## src/mbft_consts.vh

```
`ifndef MBFT_CONSTS_VH
`define MBFT_CONSTS_VH

// System clock rate in MHz, used to turn microseconds into cycles.
`define MBFT_CLK_MHZ          20
// Link settings behind the RTU intervals: chars x bits x bit time x 1.01.
`define MBFT_BITS_PER_CHAR    11
`define MBFT_LINK_BAUD        19200
// Gap before a frame is suspected of breaking, 1.5 characters, in us.
`define MBFT_CHAR_GAP_US      868
// Full inter-frame silence, 3.5 characters, in us.
`define MBFT_FRAME_GAP_US     2026
// Remainder of the frame silence once the character gap has expired.
`define MBFT_FRAME_REST_US    (`MBFT_FRAME_GAP_US - `MBFT_CHAR_GAP_US)
// ASCII inter-character timeout in us.
`define MBFT_ASCII_GAP_US     1000000
// Period of the master's Read Coils poll in us.
`define MBFT_POLL_US          1000000
// Derived cycle counts at the system clock rate.
`define MBFT_CHAR_GAP_CYC     (`MBFT_CHAR_GAP_US * `MBFT_CLK_MHZ)
`define MBFT_FRAME_REST_CYC   (`MBFT_FRAME_REST_US * `MBFT_CLK_MHZ)
`define MBFT_ASCII_GAP_CYC    (`MBFT_ASCII_GAP_US * `MBFT_CLK_MHZ)
`define MBFT_POLL_CYC         (`MBFT_POLL_US * `MBFT_CLK_MHZ)
// Width of the timer counters; holds the one second count.
`define MBFT_TMR_W            25
// Receive buffer depth in bytes.
`define MBFT_RX_BUF_DEPTH     8'd253
// Poll target and function code.
`define MBFT_POLL_SLAVE       8'h01
`define MBFT_FC_READ_COILS    8'h01
// Supported function codes in slave mode.
`define MBFT_FC_READ_DI       8'h02
`define MBFT_FC_READ_HR       8'h03
`define MBFT_FC_READ_IR       8'h04
`define MBFT_FC_WRITE_COIL    8'h05
`define MBFT_FC_WRITE_REG     8'h06
`define MBFT_FC_WRITE_COILS   8'h0F
`define MBFT_FC_WRITE_REGS    8'h10
`define MBFT_FC_RW_REGS       8'h17
// ASCII framing characters.
`define MBFT_CHAR_COLON       8'h3A
`define MBFT_CHAR_CR          8'h0D
`define MBFT_CHAR_LF          8'h0A
// CRC-16 parameters, reflected form.
`define MBFT_CRC_INIT         16'hFFFF
`define MBFT_CRC_POLY         16'hA001
// Shortest legal frame in bytes: address, function and check.
`define MBFT_MIN_LEN_RTU      8'd4
`define MBFT_MIN_LEN_ASCII    8'd3
// Error codes reported on reject and in the log.
`define MBFT_ERR_NOT_MINE     8'h03
`define MBFT_ERR_FUNCTION     8'h04
`define MBFT_ERR_CHECKSUM     8'h05
`define MBFT_ERR_CHAR_GAP     8'h06
`define MBFT_ERR_LENGTH       8'h07

`endif

```

## src/mbft_interval_timer.v

```verilog
`timescale 1ns/1ps
// Loadable one-shot down counter; the expiry pulse comes period cycles after load.
module mbft_interval_timer #(
    parameter W = 25
) (
    // Clock and reset.
    input  wire         sys_clk,
    input  wire         rst_b,
    // Control.
    input  wire         load,
    input  wire [W-1:0] loadValue,
    input  wire         stop,
    // Status.
    output reg          expired,
    output reg          running
);

    reg [W-1:0] count_reg;  // Cycles left until expiry.

    // Load wins over stop; the count ends with a one-cycle expiry pulse.
    always @(posedge sys_clk) begin
        if (!rst_b) begin
            count_reg <= {W{1'b0}};
            expired   <= 1'b0;
            running   <= 1'b0;
        end else begin
            expired <= 1'b0;
            if (load) begin
                count_reg <= loadValue;
                running   <= 1'b1;
            end else if (stop) begin
                running <= 1'b0;
            end else if (running) begin
                if (count_reg <= {{(W-1){1'b0}}, 1'b1}) begin
                    expired <= 1'b1;
                    running <= 1'b0;
                end else begin
                    count_reg <= count_reg - {{(W-1){1'b0}}, 1'b1};
                end
            end
        end
    end

endmodule // mbft_interval_timer

```

## src/mbft_frame_timing.v

```verilog
`timescale 1ns/1ps
`include "mbft_consts.vh"

// Contract
// - Pass frame only if address, function, checksum good
// - ASCII gap expiry mid-frame: error, clear buffer
// - ASCII gap one second, adjustable longer
// - RTU gap expiry: set pending flag, reload
// - RTU character while pending: error, clear buffer
// - RTU reload expiry while pending: frame received
// - RTU gaps of 1.5 and 3.5 characters
// - Intervals from 11 bits, 19200 baud, 1%
// - Character gap 868 us, frame 2026 us
// - One gap timer, reloaded with 1158 us
// - Master polls slave 1 with Read Coils each second
// - Poll timer separate from gap timer
// - Master hands slave response to application
// - Copy frames and errors to log port
// - Read Coils uses function code 0x01
module mbft_frame_timing #(
    parameter            TMR_W          = `MBFT_TMR_W,
    parameter [TMR_W-1:0] CHAR_GAP_CYC  = `MBFT_CHAR_GAP_CYC,
    parameter [TMR_W-1:0] FRAME_REST_CYC = `MBFT_FRAME_REST_CYC,
    parameter [TMR_W-1:0] ASCII_GAP_CYC = `MBFT_ASCII_GAP_CYC,
    parameter [TMR_W-1:0] POLL_CYC      = `MBFT_POLL_CYC,
    parameter [7:0]      BUF_DEPTH      = `MBFT_RX_BUF_DEPTH
) (
    // Clock and reset.
    input  wire       sys_clk,
    input  wire       rst_b,
    // Static configuration.
    input  wire       rtuMode,
    input  wire       masterMode,
    input  wire [7:0] ownAddress,
    // Characters from the link receiver.
    input  wire       rxValid,
    input  wire [7:0] rxData,
    // Application handler side.
    input  wire [7:0] appReadIndex,
    output reg  [7:0] appReadByte,
    output reg        appFrameValid,
    output reg        appFrameReject,
    output reg  [7:0] appFrameLength,
    output reg  [7:0] appRejectCode,
    // Poll request to the link transmitter.
    output reg        pollSend,
    output reg  [7:0] pollSlaveAddr,
    output reg  [7:0] pollFunction,
    // Log port feed.
    output reg        logValid,
    output reg        logIsError,
    output reg  [7:0] logByte
);

    reg  [7:0]       rxBuf [0:BUF_DEPTH-1];  // Decoded frame bytes.
    reg  [7:0]       rxCount_reg;            // Bytes stored in the frame.
    reg  [15:0]      crc_reg;                // Running CRC over the frame.
    reg  [7:0]       lrc_reg;                // Running byte sum over the frame.
    reg  [7:0]       addr_reg;               // First frame byte.
    reg  [7:0]       func_reg;               // Second frame byte.
    reg              overflow_reg;           // Frame longer than the buffer.
    reg              badChar_reg;            // Illegal ASCII character seen.
    reg              inFrame_reg;            // A character arrived, frame open.
    reg              pendingGap_reg;         // RTU character gap has expired.
    reg              half_reg;               // High nibble held, ASCII.
    reg  [3:0]       hiNib_reg;              // Held high nibble.
    reg              sawCr_reg;              // Last ASCII character was CR.
    reg              frameDone_reg;          // Frame ended, check next cycle.
    reg              isHex;                  // Incoming character is a hex digit.
    reg  [3:0]       hexVal;                 // Its value.
    reg              checkOk;                // All acceptance checks pass.
    reg  [7:0]       checkCode;              // First failing check.
    wire             gapExpired;             // Gap timer expiry pulse.
    wire             pollExpired;            // Poll timer expiry pulse.
    wire             pollRunning;            // Poll timer counting.
    integer          k;

    // CRC-16 update by one byte, reflected polynomial.
    function [15:0] crcStep;
        input [15:0] c;
        input [7:0]  d;
        integer      i;
        reg   [15:0] t;
        begin
            t = c ^ {8'h00, d};
            for (i = 0; i < 8; i = i + 1) begin
                t = t[0] ? ((t >> 1) ^ `MBFT_CRC_POLY) : (t >> 1);
            end
            crcStep = t;
        end
    endfunction

    // Hex digit decode of the incoming character, both letter cases.
    always @* begin
        isHex  = 1'b0;
        hexVal = rxData[3:0];
        if (rxData >= 8'h30 && rxData <= 8'h39) begin
            isHex = 1'b1;
        end else if ((rxData >= 8'h41 && rxData <= 8'h46) ||
                     (rxData >= 8'h61 && rxData <= 8'h66)) begin
            isHex  = 1'b1;
            hexVal = rxData[3:0] + 4'h9;
        end
    end

    // Event decode for both framing forms.
    wire asciiRx    = !rtuMode && rxValid;
    wire asciiStart = asciiRx && (rxData == `MBFT_CHAR_COLON);
    wire asciiBody  = asciiRx && inFrame_reg && !asciiStart;
    wire asciiPush  = asciiBody && isHex && half_reg;
    wire asciiEnd   = asciiBody && (rxData == `MBFT_CHAR_LF) && sawCr_reg;
    wire asciiErr   = !rtuMode && gapExpired && inFrame_reg && !rxValid;
    wire rtuErr     = rtuMode && rxValid && pendingGap_reg;
    wire rtuPush    = rtuMode && rxValid && !pendingGap_reg;
    wire rtuPend    = rtuMode && gapExpired && inFrame_reg && !pendingGap_reg
                      && !rxValid;
    wire rtuEnd     = rtuMode && gapExpired && pendingGap_reg && !rxValid;
    wire gapErr     = asciiErr || rtuErr;
    wire frameEnd   = asciiEnd || rtuEnd;
    wire pushByte   = rtuPush || asciiPush;
    wire [7:0] pushData = rtuMode ? rxData : {hiNib_reg, hexVal};
    // An RTU character outside a frame opens a fresh one.
    wire       fresh    = rtuMode && !inFrame_reg;
    wire [7:0] curCount = fresh ? 8'h00 : rxCount_reg;
    wire [15:0] curCrc  = fresh ? `MBFT_CRC_INIT : crc_reg;
    wire [7:0] curLrc   = fresh ? 8'h00 : lrc_reg;

    // Gap timer control: each frame character but a pending-gap RTU one or the closing LF restarts it, the pending step reloads it.
    wire gapLoad = rtuPush || asciiStart || (asciiBody && !asciiEnd) || rtuPend;
    wire [TMR_W-1:0] gapValue = rtuPend ? FRAME_REST_CYC :
                                (rtuMode ? CHAR_GAP_CYC : ASCII_GAP_CYC);
    wire gapStop = gapErr || frameEnd;

    // The single gap timer serves both the character and the frame gap.
    mbft_interval_timer #(.W(TMR_W)) gapTimer (
        .sys_clk   (sys_clk),
        .rst_b     (rst_b),
        .load      (gapLoad),
        .loadValue (gapValue),
        .stop      (gapStop),
        .expired   (gapExpired),
        .running   ()
    );

    // A separate timer paces the master's poll and reloads itself.
    mbft_interval_timer #(.W(TMR_W)) pollTimer (
        .sys_clk   (sys_clk),
        .rst_b     (rst_b),
        .load      (masterMode && (pollExpired || !pollRunning)),
        .loadValue (POLL_CYC),
        .stop      (!masterMode),
        .expired   (pollExpired),
        .running   (pollRunning)
    );

    // Frame assembly, gap tracking and buffer clearing on character errors.
    always @(posedge sys_clk) begin
        // Reset and gap errors wipe the bytes; a push never falls on a gap error.
        if (!rst_b || gapErr) begin
            for (k = 0; k < BUF_DEPTH; k = k + 1) begin
                rxBuf[k] <= 8'h00;
            end
        end
        if (!rst_b) begin
            rxCount_reg    <= 8'h00;
            crc_reg        <= `MBFT_CRC_INIT;
            lrc_reg        <= 8'h00;
            addr_reg       <= 8'h00;
            func_reg       <= 8'h00;
            overflow_reg   <= 1'b0;
            badChar_reg    <= 1'b0;
            inFrame_reg    <= 1'b0;
            pendingGap_reg <= 1'b0;
            half_reg       <= 1'b0;
            hiNib_reg      <= 4'h0;
            sawCr_reg      <= 1'b0;
            frameDone_reg  <= 1'b0;
        end else begin
            frameDone_reg <= frameEnd;
            if (gapErr) begin
                // Discard the count and wipe the stored bytes.
                rxCount_reg    <= 8'h00;
                inFrame_reg    <= 1'b0;
                pendingGap_reg <= 1'b0;
                half_reg       <= 1'b0;
                sawCr_reg      <= 1'b0;
            end else if (asciiStart) begin
                // A colon always opens a new ASCII frame.
                rxCount_reg  <= 8'h00;
                lrc_reg      <= 8'h00;
                overflow_reg <= 1'b0;
                badChar_reg  <= 1'b0;
                inFrame_reg  <= 1'b1;
                half_reg     <= 1'b0;
                sawCr_reg    <= 1'b0;
            end else begin
                if (pushByte) begin
                    // Store the byte and fold it into both check sums.
                    if (curCount < BUF_DEPTH) begin
                        rxBuf[curCount] <= pushData;
                        rxCount_reg     <= curCount + 8'h01;
                        overflow_reg    <= fresh ? 1'b0 : overflow_reg;
                    end else begin
                        overflow_reg <= 1'b1;
                    end
                    if (fresh) begin
                        badChar_reg <= 1'b0;
                    end
                    crc_reg <= crcStep(curCrc, pushData);
                    lrc_reg <= curLrc + pushData;
                    if (curCount == 8'h00) begin
                        addr_reg <= pushData;
                    end
                    if (curCount == 8'h01) begin
                        func_reg <= pushData;
                    end
                end
                if (rtuPush) begin
                    inFrame_reg <= 1'b1;
                end
                if (rtuPend) begin
                    pendingGap_reg <= 1'b1;
                end
                if (frameEnd) begin
                    inFrame_reg    <= 1'b0;
                    pendingGap_reg <= 1'b0;
                end
                if (asciiBody) begin
                    // Pair nibbles into bytes and watch for the CR LF ending.
                    sawCr_reg <= (rxData == `MBFT_CHAR_CR);
                    if (isHex) begin
                        half_reg  <= !half_reg;
                        hiNib_reg <= hexVal;
                    end else if (rxData != `MBFT_CHAR_CR && !asciiEnd) begin
                        badChar_reg <= 1'b1;
                    end
                end
            end
        end
    end

    // Acceptance checks in the order length, address, function, checksum.
    always @* begin
        checkOk   = 1'b0;
        checkCode = 8'h00;
        if (overflow_reg || badChar_reg || half_reg ||
            rxCount_reg < (rtuMode ? `MBFT_MIN_LEN_RTU : `MBFT_MIN_LEN_ASCII)) begin
            checkCode = `MBFT_ERR_LENGTH;
        end else if (addr_reg != (masterMode ? `MBFT_POLL_SLAVE : ownAddress)) begin
            checkCode = `MBFT_ERR_NOT_MINE;
        end else if (masterMode ? (func_reg != `MBFT_FC_READ_COILS) :
                     !(func_reg == `MBFT_FC_READ_COILS || func_reg == `MBFT_FC_READ_DI ||
                       func_reg == `MBFT_FC_READ_HR || func_reg == `MBFT_FC_READ_IR ||
                       func_reg == `MBFT_FC_WRITE_COIL || func_reg == `MBFT_FC_WRITE_REG ||
                       func_reg == `MBFT_FC_WRITE_COILS ||
                       func_reg == `MBFT_FC_WRITE_REGS || func_reg == `MBFT_FC_RW_REGS)) begin
            checkCode = `MBFT_ERR_FUNCTION;
        end else if (rtuMode ? (crc_reg != 16'h0000) : (lrc_reg != 8'h00)) begin
            checkCode = `MBFT_ERR_CHECKSUM;
        end else begin
            checkOk = 1'b1;
        end
    end

    // Hand accepted frames to the application, report rejects, poll and log.
    always @(posedge sys_clk) begin
        if (!rst_b) begin
            appReadByte    <= 8'h00;
            appFrameValid  <= 1'b0;
            appFrameReject <= 1'b0;
            appFrameLength <= 8'h00;
            appRejectCode  <= 8'h00;
            pollSend       <= 1'b0;
            pollSlaveAddr  <= 8'h00;
            pollFunction   <= 8'h00;
            logValid       <= 1'b0;
            logIsError     <= 1'b0;
            logByte        <= 8'h00;
        end else begin
            appReadByte    <= (appReadIndex < BUF_DEPTH) ? rxBuf[appReadIndex] : 8'h00;
            appFrameValid  <= frameDone_reg && checkOk;
            appFrameReject <= frameDone_reg && !checkOk;
            if (frameDone_reg) begin
                appFrameLength <= rxCount_reg;
                appRejectCode  <= checkCode;
            end
            pollSend <= masterMode && pollExpired;
            if (masterMode && pollExpired) begin
                pollSlaveAddr <= `MBFT_POLL_SLAVE;
                pollFunction  <= `MBFT_FC_READ_COILS;
            end
            // Errors take the log slot before plain received characters.
            logValid   <= (frameDone_reg && !checkOk) || gapErr || rxValid;
            logIsError <= (frameDone_reg && !checkOk) || gapErr;
            if (frameDone_reg && !checkOk) begin
                logByte <= checkCode;
            end else if (gapErr) begin
                logByte <= `MBFT_ERR_CHAR_GAP;
            end else if (rxValid) begin
                logByte <= rxData;
            end
        end
    end

endmodule // mbft_frame_timing

```

## config.mk

```make
export PLATFORM = sky130hd
export DESIGN_NAME = mbft_frame_timing
export DESIGN_NICKNAME = d
export VERILOG_FILES = /design/src/mbft_interval_timer.v /design/src/mbft_frame_timing.v
export VERILOG_INCLUDE_DIRS = /design/src
export SDC_FILE = /design/constraint.sdc
export NUM_CORES = 2
export LEC_CHECK = 0
export BUFFER_PORTS_ARGS = -buffer_cell sky130_fd_sc_hd__buf_2
export CAP_MARGIN = 30
export CORE_MARGIN = 10
export CORE_UTILIZATION = 30
export DETAILED_ROUTE_END_ITERATION = 8
export SLEW_MARGIN = 15
export SYNTH_ARGS = -nofsm -noshare
export SYNTH_HDL_FRONTEND = slang
export SYNTH_SLANG_ARGS = --single-unit
```

## constraint.sdc

```tcl
create_clock -name sys_clk -period 5.1 [get_ports sys_clk]
set_clock_uncertainty 0.2 [all_clocks]
set_input_delay 0.765 -clock sys_clk [delete_from_list [all_inputs] [get_ports sys_clk]]
set_output_delay 0.765 -clock sys_clk [all_outputs]
set_load 0.005 [all_outputs]
```

==> results.yml <==
timing:
  fin_tns_setup_ns: 0
  fmax_ghz: 0.240
  setup_viol: 0
  fin_ws_ns: 0.933
  drv_slew: 0
  tightest_slew_ns: 1.11
  rsz0062_at_grt: "no"
  hold_viol_final: 0
  slew_headroom_pct: 25.8
  min_period_over_period_pct: 81.7
  finalCriticalPeriod_ns: 4.17
  whs_ns: 0.0604
clock_tree:
  ctsResizeCount: 0
  insertion_delay_ns: 0.86
  cts_tree: "yes"
  root_buffer: "clkbuf_16"
  clk_path_buf_depth: 3
  h-tree-depth: 4
  cts.clk_slew.worst_paths_ns: 0.06
  cts_buffers: 220
  postCtsSetupBuffers: 0
  cts.sinks: 2194
detailed_routing:
  viasPerCell: 5.13
  drtIter0Drc: 6994
  wire_per_inst_um: 23.4
  drt_wl_total_um: 264000
  drc: 0
  ant_nets: 0
  drt_first_pass_iters: 6
  vias: 58100
global_routing:
  grt_use_total_pct: 14.8
  grt_max_degree: 156
  overflow: 0
  antenna_found_initial: 12
  grt_pass1_wl_um: 391000
  grt_pass1_vias: 58500
min_path:
  hold_depth: 3
  min_path_type: "in2reg"
power:
  p_leak_nw: 37.7
  p_total_mw: 40.9
  irDropWorstVdd_mv: 0.305
  cellPowerDensity_nw_per_um2: 370
cells_and_area:
  fin_nets: 6856
  drive_gt1_share_pct: 20.9
  area_delta_synth_final_pct: 14.7
  final_area_um2: 111000
  finalNonFillerCells: 11300
  final_cell_mix: "2,183 x nor2_1, 2,048 x edfxtp_1, 662 x mux4_2"
  utilization_pct: 34.5
  final_common_cell: "nor2_1"
  largest_reg_flops: 2048
  n_fill_cell: 30700
synth:
  ys_seq_area_share_pct: 66.8
  async_reset_ff_share_pct: 0
  ys_top_cells_by_area: "edfxtp_1 64%, mux4_2 15%, nor2_1 8.5%"
  synth_top_area_share_pct: 63.8
  yosysUniqueCellTypes: 81
  synth_edf_count: 2048
  avgSynthCellArea_um2: 14.3
  synthCells: 6725
  synth_seq_cells: 2194
  synth_top_area_cell: "edfxtp_1"
  ys.flop_type: "edfxtp_1"
  ys_warn_count: 0
  syn_area_um2: 96400
placement:
  dp_slack_ns: 0.293
  hpwl_um: 170000
  dp.cells: 10900
  port_buffers: 62
  gp_congestion: 0.845
  post_dp_cell_area_um2: 103000
floorplan:
  die_x_um: 587
  dieArea_um2: 345000
  rows: 208
  start_util_pct: 30.1
  boundaryPins: 82
  die_height_um: 587
  core_um2: 321000
job:
  max_cap_viol_count: 0
run_status:
  status: "completed"
setup_path:
  path_max_fanout: 18
  worstRegToRegCells: 12
  startpoint_type: "register"
  timing_worst_setup_path_type: "reg2reg"
  crit_required_ns: 5.57
  critPathSlowestCell: "nand2_1"
  cpPeakStageDelay_ns: 0.68
  worstPathCellList: "inv_1 -> nand2_1 -> and2_1 -> inv_1 -> ha_1 -> nor3_1 -> and2_1 -> or4_1 -> buf_4 -> nor4_4 -> nand2_1 -> nor2_1"
  end_kind: "register"
  cp.arrival_ns: 4.64
## layer usage
| layer | share of wire, % | vias to the layer above | track usage, % |
|---|---|---|---|
| met2 | 48 | 2904 | 24.2 |
| met3 | 9.2 | 392 | 2.85 |
| met5 | 0.0049 | - | 0 |
| met4 | 2.5 | 2 | 4.09 |
| met1 | 40 | 30000 | 20.1 |
| li1 | - | 24800 | - |
## final timing paths
path / from / to / slack, ns
worst min register to register: badChar_reg / badChar_reg / 0.24
worst max register to register: inFrame_reg / rxBuf[27][0] / 0.93
worst max-delay path: inFrame_reg / rxBuf[27][0] / 0.93
worst min-delay path: rxData[5] / logByte[5] / 0.06
## what timing repair did
action | in CTS | in global routing
hold buffers | 1 | 0
endpoints found under the setup margin | 0 | 0
hold endpoints to repair | 1 | 0
## power breakdown
part | switching, mW | leakage, nW | total (mW) | internal (mW)
clock network | 7.09 | 3.68 | 17.0 | 9.93
registers | 0.301 | 21.2 | 20.7 | 20.4
logic | 1.94 | 12.9 | 3.18 | 1.25
total | 9.32 | 37.7 | 40.9 | 31.6
## logic make-up after synthesis
logic type               after synthesis  synth area share [%]
AND/OR/NAND/NOR                     2908                  12.2
flip-flops                          2194                  66.8
multiplexers                         708                  15.9
buffers and inverters                568                  2.39
AO/OA/AOI/OAI                        232                  1.49
XOR/XNOR                              92                 0.864
adder cells (fa/ha/maj)               22                 0.293
other                                  1               0.00389
## critical path, delay by kind of cell, from the launching register on
| kind | cells | cell delay (ns) |
|---|---|---|
| and+or+nand+nor | 8 | 2.67 |
| buffers and inverters | 3 | 0.57 |
| DFF | 1 | 0.36 |
| adders and majority gates | 1 | 0.17 |
## Yosys cell counts, types with 5 or more instances
master    count
buf_4        24
nand2_1     496
o21bai_1      5
dfxtp_1     146
or3_1        15
inv_1        31
and3_1        7
a31oi_1      17
nand2_4      30
o22ai_1       7
nor4_4        5
nand4_1       8
o21ai_0      64
mux4_2      662
nand2b_1     10
nor4_1       19
xor2_1       21
buf_2        33
nand2_2       9
nor2_1     2184
mux2i_1      43
nor3_1       31
nor4b_1       5
nor3_2        5
o32ai_1       5
ha_1         21
edfxtp_1   2048
buf_1        69
and2_1       26
o211ai_1     11
nand3_1      11
a211oi_1     34
nor2b_1      12
or4_1         7
xnor2_1      69
a21oi_1      59
clkbuf_1    406
## layout make-up
class / count / area (µm²) / share of cell area (%)
clock inverters: 155 / 1830 / 1.65
multi-input cells: 3981 / 29900 / 27.1
inverters: 32 / 120 / 0.109
repair buffers: 376 / 3190 / 2.89
flip-flops and latches: 2194 / 64400 / 58.2
diodes: 6 / 15.0 / 0.0136
well taps: 4305 / 5390 / 4.87
clock buffers: 260 / 5750 / 5.19
(Power assumes the default switching activity.)
